<file path="src/pkg/sase_defines.svh">
// register offsets, reset values and opcode patterns of the subtract/sleep core
`ifndef SASE_DEFINES_SVH
`define SASE_DEFINES_SVH
`define SASE_CTRL_OFS 8'h00
`define SASE_STATUS_OFS 8'h04
`define SASE_ACCUM_OFS 8'h08
`define SASE_RUN_BIT 0
`define SASE_RUN_RST 1'b1
`define SASE_ACCUM_RST 8'h00
`define SASE_TIMEOUT_RST 1'b1
`define SASE_PWRDN_RST 1'b1
`define SASE_LIT_POS 9
`define SASE_LIT_PAT 5'h1E
`define SASE_FILE_POS 8
`define SASE_FILE_PAT 6'h02
`define SASE_DEST_BIT 7
`define SASE_SLEEP_CODE 14'h0063
`define SASE_RESP_OKAY 2'h0
`define SASE_RESP_SLVERR 2'h2
`endif

</file>
<file path="src/pkg/sase_pkg.sv">
// types of the subtract/sleep execution core
package sase_pkg;
  typedef enum logic [1:0] {Q1 = 2'b00, Q2 = 2'b01, Q3 = 2'b10, Q4 = 2'b11} sase_phase_t;
  typedef enum logic [1:0] {
    OP_NONE = 2'b00, OP_LIT = 2'b01, OP_FILE = 2'b10, OP_SLEEP = 2'b11
  } sase_op_t;
  typedef struct packed {
    logic timeoutStatusFlag;
    logic powerdownStatusFlag;
    logic zero;
    logic digitCarryFlag;
    logic carry;
  } sase_flags_t;
  typedef struct packed {
    logic we;
    logic [6:0] addr;
    logic [7:0] wdata;
  } sase_file_req_t;
endpackage

</file>
<file path="src/hw/sase_exec.sv">
// execution of literal_minus_accum, file_minus_accum and sleep entry, with AXI4-Lite registers
// Notes on behaviour
// - sleep: decode in Q1, idle in Q2 and Q3, enter sleep in Q4
// - sleep halts the core, oscillator stopped, until a wake-up arrives
// - sleep clears watchdog, sets time-out flag, clears power-down flag
// - literal_minus_accum writes literal minus accumulator into the accumulator
// - literal_minus_accum touches only carry, digit carry and zero
// - literal_minus_accum decoded by 11 110x over eight literal bits, bit 8 ignored
// - literal subtract phases: decode, read literal, process, write accumulator
// - carry is not-borrow; zero set only when the 8-bit result is zero
// - file_minus_accum: file register minus accumulator, 7-bit address, destination bit
// - destination bit 0 writes accumulator, 1 writes the file register back
//
// The register addresses and the AXI4-Lite slave port were left to the implementer.
`include "sase_defines.svh"
`timescale 1ns/1ps
module sase_exec
  import sase_pkg::*;
#(
  parameter int AXI_AW = 8
) (
  // clock and reset
  input wire logic clk,
  input wire logic sys_rst,
  // instruction and register file
  input wire logic [13:0] instrWord,
  input wire logic [7:0] fileRdData,
  output sase_file_req_t fileReq,
  // power management
  input wire logic wakeReq,
  output logic oscStop,
  output logic watchdogCounterClr,
  output sase_phase_t qPhase,
  // axi4-lite slave
  input wire logic [AXI_AW-1:0] s_axi_awaddr,
  input wire logic s_axi_awvalid,
  output logic s_axi_awready,
  input wire logic [31:0] s_axi_wdata,
  input wire logic [3:0] s_axi_wstrb,
  input wire logic s_axi_wvalid,
  output logic s_axi_wready,
  output logic [1:0] s_axi_bresp,
  output logic s_axi_bvalid,
  input wire logic s_axi_bready,
  input wire logic [AXI_AW-1:0] s_axi_araddr,
  input wire logic s_axi_arvalid,
  output logic s_axi_arready,
  output logic [31:0] s_axi_rdata,
  output logic [1:0] s_axi_rresp,
  output logic s_axi_rvalid,
  input wire logic s_axi_rready
);
  sase_phase_t phase_r, phase_nxt;
  sase_op_t op_r, op_nxt;
  sase_flags_t flags_r, flags_nxt;
  sase_file_req_t fileReq_r, fileReq_nxt;
  logic dest_r, dest_nxt;
  logic [7:0] lit_r, lit_nxt;
  logic [7:0] opnd_r, opnd_nxt;
  logic [7:0] accum_r, accum_nxt;
  logic [8:0] res_r, res_nxt;
  logic halfC_r, halfC_nxt, sleep_r, sleep_nxt, wdClr_r, wdClr_nxt, run_r, run_nxt;
  logic wakeMeta_r, wakeSync_r;
  logic awHeld_r, awHeld_nxt, wHeld_r, wHeld_nxt, awRdy_r, awRdy_nxt, wRdy_r, wRdy_nxt;
  logic [7:0] awAddr_r, awAddr_nxt;
  logic [31:0] wData_r, wData_nxt;
  logic [3:0] wStrb_r, wStrb_nxt;
  logic bvalid_r, bvalid_nxt, rvalid_r, rvalid_nxt, arready_r, arready_nxt;
  logic [1:0] bresp_r, bresp_nxt, rresp_r, rresp_nxt;
  logic [31:0] rdata_r, rdata_nxt;
  logic wrCommit, swAccumWr;
  logic [4:0] lowDiff;

  // wake pin synchroniser
  always_ff @(posedge clk) begin
    if (sys_rst) begin
      wakeMeta_r <= 1'b0;
      wakeSync_r <= 1'b0;
    end else begin
      wakeMeta_r <= wakeReq;
      wakeSync_r <= wakeMeta_r;
    end
  end

  // software write commits once address and data are both held
  assign wrCommit = awHeld_r && wHeld_r && !bvalid_r;
  assign swAccumWr = wrCommit && awAddr_r == `SASE_ACCUM_OFS && wStrb_r[0];
  assign lowDiff = {1'b0, opnd_r[3:0]} + {1'b0, ~accum_r[3:0]} + 5'h01;

  // quarter-phase sequencer and datapath next state
  always_comb begin
    phase_nxt = phase_r;
    op_nxt = op_r;
    flags_nxt = flags_r;
    dest_nxt = dest_r;
    lit_nxt = lit_r;
    opnd_nxt = opnd_r;
    accum_nxt = accum_r;
    res_nxt = res_r;
    halfC_nxt = halfC_r;
    sleep_nxt = sleep_r;
    fileReq_nxt = fileReq_r;
    fileReq_nxt.we = 1'b0;
    wdClr_nxt = 1'b0;
    if (swAccumWr) begin
      accum_nxt = wData_r[7:0];
    end
    if (sleep_r) begin
      // clocks stopped; only a wake restarts at Q1
      if (wakeSync_r) begin
        sleep_nxt = 1'b0;
        phase_nxt = Q1;
      end
    end else begin
      case (phase_r)
        Q1: begin
          if (run_r) begin
            op_nxt = OP_NONE;
            lit_nxt = instrWord[7:0];
            dest_nxt = instrWord[`SASE_DEST_BIT];
            fileReq_nxt.addr = instrWord[6:0];
            if (instrWord[13:`SASE_LIT_POS] == `SASE_LIT_PAT) begin
              op_nxt = OP_LIT;
            end else if (instrWord[13:`SASE_FILE_POS] == `SASE_FILE_PAT) begin
              op_nxt = OP_FILE;
            end else if (instrWord == `SASE_SLEEP_CODE) begin
              op_nxt = OP_SLEEP;
            end
            phase_nxt = Q2;
          end
        end
        Q2: begin
          // read literal or file operand; sleep does nothing here
          opnd_nxt = (op_r == OP_FILE) ? fileRdData : lit_r;
          phase_nxt = Q3;
        end
        Q3: begin
          // operand minus accumulator, bit 8 is not-borrow
          res_nxt = {1'b0, opnd_r} + {1'b0, ~accum_r} + 9'h001;
          halfC_nxt = lowDiff[4];
          phase_nxt = Q4;
        end
        Q4: begin
          if (op_r == OP_LIT || op_r == OP_FILE) begin
            flags_nxt.carry = res_r[8];
            flags_nxt.digitCarryFlag = halfC_r;
            flags_nxt.zero = (res_r[7:0] == 8'h00);
            if (op_r == OP_FILE && dest_r) begin
              fileReq_nxt.we = 1'b1;
              fileReq_nxt.wdata = res_r[7:0];
            end else begin
              accum_nxt = res_r[7:0];
            end
          end else if (op_r == OP_SLEEP) begin
            sleep_nxt = 1'b1;
            wdClr_nxt = 1'b1;
            flags_nxt.timeoutStatusFlag = 1'b1;
            flags_nxt.powerdownStatusFlag = 1'b0;
          end
          phase_nxt = Q1;
        end
        default: phase_nxt = Q1;
      endcase
    end
  end

  // datapath registers
  always_ff @(posedge clk) begin
    if (sys_rst) begin
      phase_r <= Q1;
      op_r <= OP_NONE;
      flags_r <= '{timeoutStatusFlag: `SASE_TIMEOUT_RST, powerdownStatusFlag: `SASE_PWRDN_RST,
                   zero: 1'b0, digitCarryFlag: 1'b0, carry: 1'b0};
      dest_r <= 1'b0;
      lit_r <= 8'h00;
      opnd_r <= 8'h00;
      accum_r <= `SASE_ACCUM_RST;
      res_r <= 9'h000;
      halfC_r <= 1'b0;
      sleep_r <= 1'b0;
      fileReq_r <= '0;
      wdClr_r <= 1'b0;
    end else begin
      phase_r <= phase_nxt;
      op_r <= op_nxt;
      flags_r <= flags_nxt;
      dest_r <= dest_nxt;
      lit_r <= lit_nxt;
      opnd_r <= opnd_nxt;
      accum_r <= accum_nxt;
      res_r <= res_nxt;
      halfC_r <= halfC_nxt;
      sleep_r <= sleep_nxt;
      fileReq_r <= fileReq_nxt;
      wdClr_r <= wdClr_nxt;
    end
  end

  // axi4-lite write and read channels, next state
  always_comb begin
    awHeld_nxt = awHeld_r;
    awAddr_nxt = awAddr_r;
    wHeld_nxt = wHeld_r;
    wData_nxt = wData_r;
    wStrb_nxt = wStrb_r;
    bvalid_nxt = bvalid_r;
    bresp_nxt = bresp_r;
    run_nxt = run_r;
    arready_nxt = arready_r;
    rvalid_nxt = rvalid_r;
    rdata_nxt = rdata_r;
    rresp_nxt = rresp_r;
    if (s_axi_awvalid && !awHeld_r) begin
      awHeld_nxt = 1'b1;
      awAddr_nxt = s_axi_awaddr[7:0];
    end
    if (s_axi_wvalid && !wHeld_r) begin
      wHeld_nxt = 1'b1;
      wData_nxt = s_axi_wdata;
      wStrb_nxt = s_axi_wstrb;
    end
    if (wrCommit) begin
      bvalid_nxt = 1'b1;
      bresp_nxt = `SASE_RESP_OKAY;
      if (awAddr_r == `SASE_CTRL_OFS) begin
        if (wStrb_r[0]) run_nxt = wData_r[`SASE_RUN_BIT];
      end else if (awAddr_r != `SASE_STATUS_OFS && awAddr_r != `SASE_ACCUM_OFS) begin
        bresp_nxt = `SASE_RESP_SLVERR;
      end
    end
    if (bvalid_r && s_axi_bready) begin
      bvalid_nxt = 1'b0;
      awHeld_nxt = 1'b0;
      wHeld_nxt = 1'b0;
    end
    if (s_axi_arvalid && arready_r) begin
      arready_nxt = 1'b0;
      rvalid_nxt = 1'b1;
      rresp_nxt = `SASE_RESP_OKAY;
      case (s_axi_araddr[7:0])
        `SASE_CTRL_OFS: rdata_nxt = {31'h0, run_r};
        `SASE_STATUS_OFS: rdata_nxt = {26'h0, sleep_r, flags_r};
        `SASE_ACCUM_OFS: rdata_nxt = {24'h0, accum_r};
        default: begin
          rdata_nxt = 32'h0;
          rresp_nxt = `SASE_RESP_SLVERR;
        end
      endcase
    end
    if (rvalid_r && s_axi_rready) begin
      rvalid_nxt = 1'b0;
      arready_nxt = 1'b1;
    end
    awRdy_nxt = !awHeld_nxt;
    wRdy_nxt = !wHeld_nxt;
  end

  // axi4-lite registers
  always_ff @(posedge clk) begin
    if (sys_rst) begin
      awHeld_r <= 1'b0;
      awRdy_r <= 1'b1;
      awAddr_r <= 8'h00;
      wHeld_r <= 1'b0;
      wRdy_r <= 1'b1;
      wData_r <= 32'h0;
      wStrb_r <= 4'h0;
      bvalid_r <= 1'b0;
      bresp_r <= 2'h0;
      run_r <= `SASE_RUN_RST;
      arready_r <= 1'b1;
      rvalid_r <= 1'b0;
      rdata_r <= 32'h0;
      rresp_r <= 2'h0;
    end else begin
      awHeld_r <= awHeld_nxt;
      awRdy_r <= awRdy_nxt;
      awAddr_r <= awAddr_nxt;
      wHeld_r <= wHeld_nxt;
      wRdy_r <= wRdy_nxt;
      wData_r <= wData_nxt;
      wStrb_r <= wStrb_nxt;
      bvalid_r <= bvalid_nxt;
      bresp_r <= bresp_nxt;
      run_r <= run_nxt;
      arready_r <= arready_nxt;
      rvalid_r <= rvalid_nxt;
      rdata_r <= rdata_nxt;
      rresp_r <= rresp_nxt;
    end
  end

  // outputs straight from flops
  assign fileReq = fileReq_r;
  assign oscStop = sleep_r;
  assign watchdogCounterClr = wdClr_r;
  assign qPhase = phase_r;
  assign s_axi_awready = awRdy_r;
  assign s_axi_wready = wRdy_r;
  assign s_axi_bvalid = bvalid_r;
  assign s_axi_bresp = bresp_r;
  assign s_axi_arready = arready_r;
  assign s_axi_rvalid = rvalid_r;
  assign s_axi_rdata = rdata_r;
  assign s_axi_rresp = rresp_r;

  logic subEnd;
  assign subEnd = !sleep_r && phase_r == Q4 && (op_r == OP_LIT || op_r == OP_FILE);
endmodule // sase_exec

</file>
<file path="config.mk">
export PLATFORM = sky130hd
export DESIGN_NAME = sase_exec
export DESIGN_NICKNAME = d
export VERILOG_FILES = /design/src/pkg/sase_pkg.sv /design/src/hw/sase_exec.sv
export VERILOG_INCLUDE_DIRS = /design/src /design/src/pkg
export SDC_FILE = /design/constraint.sdc
export NUM_CORES = 1
export LEC_CHECK = 0
export BUFFER_PORTS_ARGS = -buffer_cell sky130_fd_sc_hd__buf_2
export CORE_ASPECT_RATIO = 2
export CORE_MARGIN = 2
export CORE_UTILIZATION = 40
export CTS_CLUSTER_SIZE = 20
export DETAILED_ROUTE_END_ITERATION = 16
export GPL_ROUTABILITY_DRIVEN = 1
export PLACE_DENSITY = 0.66
export SYNTH_ARGS = -nofsm -noshare
export SYNTH_HDL_FRONTEND = slang
export SYNTH_SLANG_ARGS = --single-unit
export TNS_END_PERCENT = 50
</file>
<file path="constraint.sdc">
create_clock -name clk -period 2 [get_ports clk]
set_input_delay 0.1 -clock clk [delete_from_list [all_inputs] [get_ports clk]]
set_output_delay 0.1 -clock clk [all_outputs]
set_load 0.005 [all_outputs]
</file>
### After elaboration in Yosys (flattened, before gate mapping)

Cells that the tools add are included.

* register bits after elaboration: 124
* logic and storage cells: 119
* input bits: 82

* mux-type cells: 27
* equal/unequal tests: 16
* $add $sub $neg: 4
* bitwise logic cells: 5
* reduce and logical (&&, ||, !) cells: 34

Operators with widths (count)
* $mux W8: 6
* $logic_not A8 Y1: 3
* $pmux W8 S3: 1
* $mux W2: 9
* $eq A8 B4 Y1 const B: 2
* $eq A14 B7 Y1 const B: 1
* $logic_and A1 B1 Y1: 11
* $mux W1: 10
* $add A8 B8 Y9: 1
* $add A9 B1 Y9 const B: 1
* $reduce_and A3 Y1: 3
* $eq A2 B2 Y1 const B: 4
* $eq A8 B3 Y1 const B: 1
* $ne A8 B3 Y1 const B: 1
* $ne A8 B4 Y1 const B: 1
* $not A8 Y8: 1
* $pmux W2 S4: 1
* $reduce_and A4 Y1: 2
* $eq A6 B2 Y1 const B: 1
* $reduce_and A2 Y1: 3
* $reduce_or A2 Y1: 3
* $add A4 B4 Y5: 1
* $add A5 B1 Y5 const B: 1
* $eq A5 B5 Y1 const B: 1
* 10 further kinds: 17

### Depth between registers and ports, before layout

* depth in word-level cells: 9
* mapped depth: 8
* depth with buffers taken out: 8

### Worst setup path before layout

No wires, ideal clock.

* path type: reg-to-reg
* from: register opnd_r[0]
* to: register res_r[6]
* path slack: 0.176 ns
* cell stages (with the launch flop): 9
* clock period less this slack: 1.824 ns
* data arrival time: 1.702 ns
* buffers on the path: 0
* library setup time: 0.122 ns
* cells stage by stage: dfxtp_1 > inv_1 > ha_1 > fa_1 > nor2b_1 > o22ai_1 > o21ai_1 > nor4b_1 > a311o_1

* longest elaborated chain between the ends: 2

Ends and longest elaborated chain
* from (decl): line sase_exec.sv:59 `logic [7:0] opnd_r, opnd_nxt;`
* from (signal assigned): line sase_exec.sv:189 `opnd_r <= opnd_nxt;`
* $add A8 B8 Y9: line sase_exec.sv:139 `res_nxt = {1'b0, opnd_r} + {1'b0, ~accum_r} + 9'h001;`
* $add A9 B1 Y9: line sase_exec.sv:139
* to (signal assigned): line sase_exec.sv:191 `res_r <= res_nxt;`
* to (decl): line sase_exec.sv:61 `logic [8:0] res_r, res_nxt;`

Every way passes these cells.
A chain may end at the register's enable or synchronous reset.

### Worst setup path after layout

* from: register awAddr_r[4]
* to: register accum_r[0]

* longest elaborated chain between the ends: 8

Ends and longest elaborated chain
* from (decl): line sase_exec.sv:65 `logic [7:0] awAddr_r, awAddr_nxt;`
* from (signal assigned): line sase_exec.sv:278 `awAddr_r <= awAddr_nxt;`
* $eq A8 B4 Y1 (no source line) *
* $logic_and A1 B1 Y1 (no source line) *
* $logic_and A1 B1 Y1 *: line sase_exec.sv:87 `` assign swAccumWr = wrCommit && awAddr_r == `SASE_ACCUM_OFS && wStrb_r[0]; ``
* $mux W8 *: line sase_exec.sv:105 `if (swAccumWr) begin`
* $mux W8: line sase_exec.sv:148 `if (op_r == OP_FILE && dest_r) begin`
* $mux W8: line sase_exec.sv:144 `if (op_r == OP_LIT || op_r == OP_FILE) begin`
* $mux W8: line sase_exec.sv:115 `case (phase_r)`
* $mux W8 *: line sase_exec.sv:108 `if (sleep_r) begin`
* to (signal assigned): line sase_exec.sv:177 `` accum_r <= `SASE_ACCUM_RST; ``
* to (signal assigned): line sase_exec.sv:190 `accum_r <= accum_nxt;`
* to (decl): line sase_exec.sv:60 `logic [7:0] accum_r, accum_nxt;`

Mark *: on every way between the ends. The rest lies on a longest branch, timed or not.

==> key figures <==
STA
  • Final min period: 1.97 ns
  • Rel. slew slack: 60.6%
  • Fmax: 507 MHz
  • Final Hold Viols: 0
  • Clock skew: 0.00631 ns
  • RSZ-0062 raised after global routing: true
  • Final setup viols: 0
  • Tcrit/Tclk final: 98.6%
  • Worst-Margin Slew: 0.590 ns
  • Pins Over Slew Limit: 0

Route
  • Wire length per cell: 14.6 um
  • Vias: 3586
  • Final wirelength: 10.4 mm
  • Residual DRC: 0
  • Antenna-violating nets left: 0
  • Pre-antenna DRT Iters: 4
  • Mean number of vias per cell: 5.02
  • Drt first-iter violations: 119

Logic synthesis
  • Cells after Synth: 469
  • Area contributors post-synth: dfxtp_1 (44%), mux2i_1 (8.7%), nor2_1 (5.1%)
  • Top cell type's share of synthesized area: 43.7%
  • Post-synth EDFFs: 0
  • Syn_area_per_cell: 8.78 sq um
  • Synth Flop Type: dfxtp_1
  • Leading area contributor after synthesis: dfxtp_1
  • Mapped Area: 4120 sq um
  • Sequential fraction of the synthesis area: 43.7%
  • Cell with the most instances after synthesis: dfxtp_1
  • Yosys cell types: 49
  • Ys Warns: 0
  • Asr flop ratio synth: 0%
  • Synthesized flop and latch total: 90
  • Leading post-synthesis cells by instance count: dfxtp_1 (90), nor2_1 (56), nand2_1 (51), a21oi_1 (37), mux2i_1 (36)

Placement
  • Detail Placement HPWL: 8.01 mm
  • GP Congestion: 0.861
  • I/O Buffers: 89
  • DP Area: 4690 sq um

Floorplan
  • FP Rows: 52
  • Die height: 148 um
  • CORE AREA: 10100 sq um
  • Initial core utilization: 40.8%
  • Die width: 75.8 um
  • Die ar.: 11200 sq um
  • I/O pin cnt: 143

Flow run
  • Max Cap Violations: 0

Layout
  • Filler Cells Inserted: 967
  • Syn-to-layout area delta: 24.2%
  • Inserted Diodes: 0
  • Nets@finish: 673
  • Layout cells sized above 1: 24.0%
  • Final instance area: 5120 sq um

Power and ir drop
  • PwrDens: 806 nW/um^2
  • Power, Total: 4.12 mW
  • P_leak: 2.23 nW
  • Peak supply drop: 0.000616 V

Critical path
  • CP Max Fanout: 8
  • Critical path depth: 6
  • Worst-path cell chain: nor4_2 -> nand2_1 -> or4b_1 -> buf_4 -> mux2i_1 -> a211oi_2
  • Worst EP required: 2.23 ns
  • Largest stage delay on the critical path: 0.51 ns
  • Critical path endpoint category: flip-flop
  • Crit-path slowest cell: or4b_1
  • Setup CP Type: flip-flop to flip-flop
  • Crit path max-delay family: simple AND/OR/NAND/NOR gates
  • Arrival time worst endpoint: 2.20 ns
  • Reg2reg setup slack: 0.03 ns
  • End of the worst register-to-register path: accum_r[0]
  • R2r startpoint: awAddr_r[4]
  • Worst path buffer plus inverter count: 1
  • Worst reg-to-reg path cell count: 6
  • Crit path launch type: flip-flop

Worst hold path
  • Hold path endpoint: awAddr_r[6]
  • HP Class: primary input to flip-flop
  • HP Start: s_axi_awaddr[6]
  • Worst Hold Depth: 3

Clock tree
  • CTS tree: done
  • Root buf cell: clkbuf_16
  • CTS Sinks: 90
  • Clock latency on the worst-skew pair: 0.34 ns
  • Max H-tree Level: 3
  • Worst-path clk slew: 0.07 ns
  • Clk buf depth: 2
  • Setup Buffers After CTS: 0
  • CTS buffer count: 9

Global route
  • Initial antenna violation count: 0
  • Total GRT Usage: 18.7%
  • Largest net degree at the start of global routing: 32
  • First-pass GRT wire length: 15.7 mm
  • Vias in the first global route: 3311
  • Total grt overflow: 0

Status
  • Status: completed
-- worst min-delay path, delay by kind of cell --
kind                   cells  cell delay (ns)
AND/OR/NAND/NOR            1             0.08
buffers and inverters      1             0.07
multiplexers               1             0.06
-- layout by cell type (no fill, tap or decap), types with 19 or more instances in the layout --
cell type / n
nor2_1: 56
a211oi_1: 21
conb_1: 26
buf_4: 20
dfxtp_1: 90
a21oi_1: 37
nand2_1: 50
mux2i_1: 36
inv_1: 19
buf_2: 89
-- through the flow --
step	TNS [ns]	setup WS (ns)	utilization [%]	hold WS (ns)	std cells
finish	0	0.0280	50.7	0.00523	715
global route	-0.0306	-0.0251	50.7	0.00376	715
CTS	0	0.0290	50.4	0.00244	715
detailed placement	-0.105	-0.105	46.5	0.346	689
global placement	-0.114	-0.114	46.5	0.334	689
floorplan	0	0.176	-	0.190	494
-- where the power goes --
group	internal (mW)	switching (mW)	total, mW
registers	1.88	0.0773	1.96
logic	0.249	0.301	0.550
clock network	0.889	0.724	1.61
total	3.02	1.10	4.12
-- routing by layer --
layer / GRT usage [%] / vias to the layer above / wire, um
met5: 0 / - / 0
met4: 10.6 / 0 / 512
met3: 3.34 / 32 / 419
met2: 34.4 / 106 / 5770
met1: 18.2 / 1663 / 3730
li1: - / 1785 / -
-- state kept, by name, summed over array words and instances, names as in the netlist, 2 cells and up --
name and flops:
opnd_r 8, accum_r 8, fileReq 15, s_axi_rdata 8
wData_r 8, op_r 2, qPhase 2, awAddr_r 8
flags_r 4, res_r 9
-- cell type report --
| cell class | count | area, sq um | share of cell area, % |
|---|---|---|---|
| flip-flops and latches | 90 | 1800 | 35.2 |
| multi-input cells | 335 | 2090 | 40.8 |
| inverters | 20 | 75.1 | 1.47 |
| repair buffers | 119 | 696 | 13.6 |
| clock buffers | 10 | 239 | 4.67 |
| well taps | 135 | 169 | 3.30 |
| clock inverters | 6 | 46.3 | 0.905 |
-- worst max path at each step --
stage / from / end / slack (ns)
4_1_cts: awAddr_r[4] / accum_r[0] / 0.03
3_5_place_dp: awAddr_r[4] / accum_r[0] / -0.10
3_3_place_gp: awAddr_r[4] / accum_r[0] / -0.11
5_1_grt: awAddr_r[4] / accum_r[0] / -0.03
6_report: awAddr_r[4] / accum_r[0] / 0.03
2_1_floorplan: opnd_r[0] / res_r[6] / 0.18
-- what timing repair did --
item                                    CTS  global route
hold buffers                             10             0
pin swaps                                 2             2
gates resized for setup                   3             8
hold endpoints to repair                 10             0
endpoints found under the setup margin    3             5
-- cell families after synthesis --
group	synth area share, %
AOI/OAI and AO/OA	12.8
buffers and inverters	8.90
xor gates and xnor gates	0.213
DFF	43.7
muxes	9.30
and+or+nand+nor	19.9
adders and majority gates	5.04
other	0.0910
(Power assumes the default switching activity.)
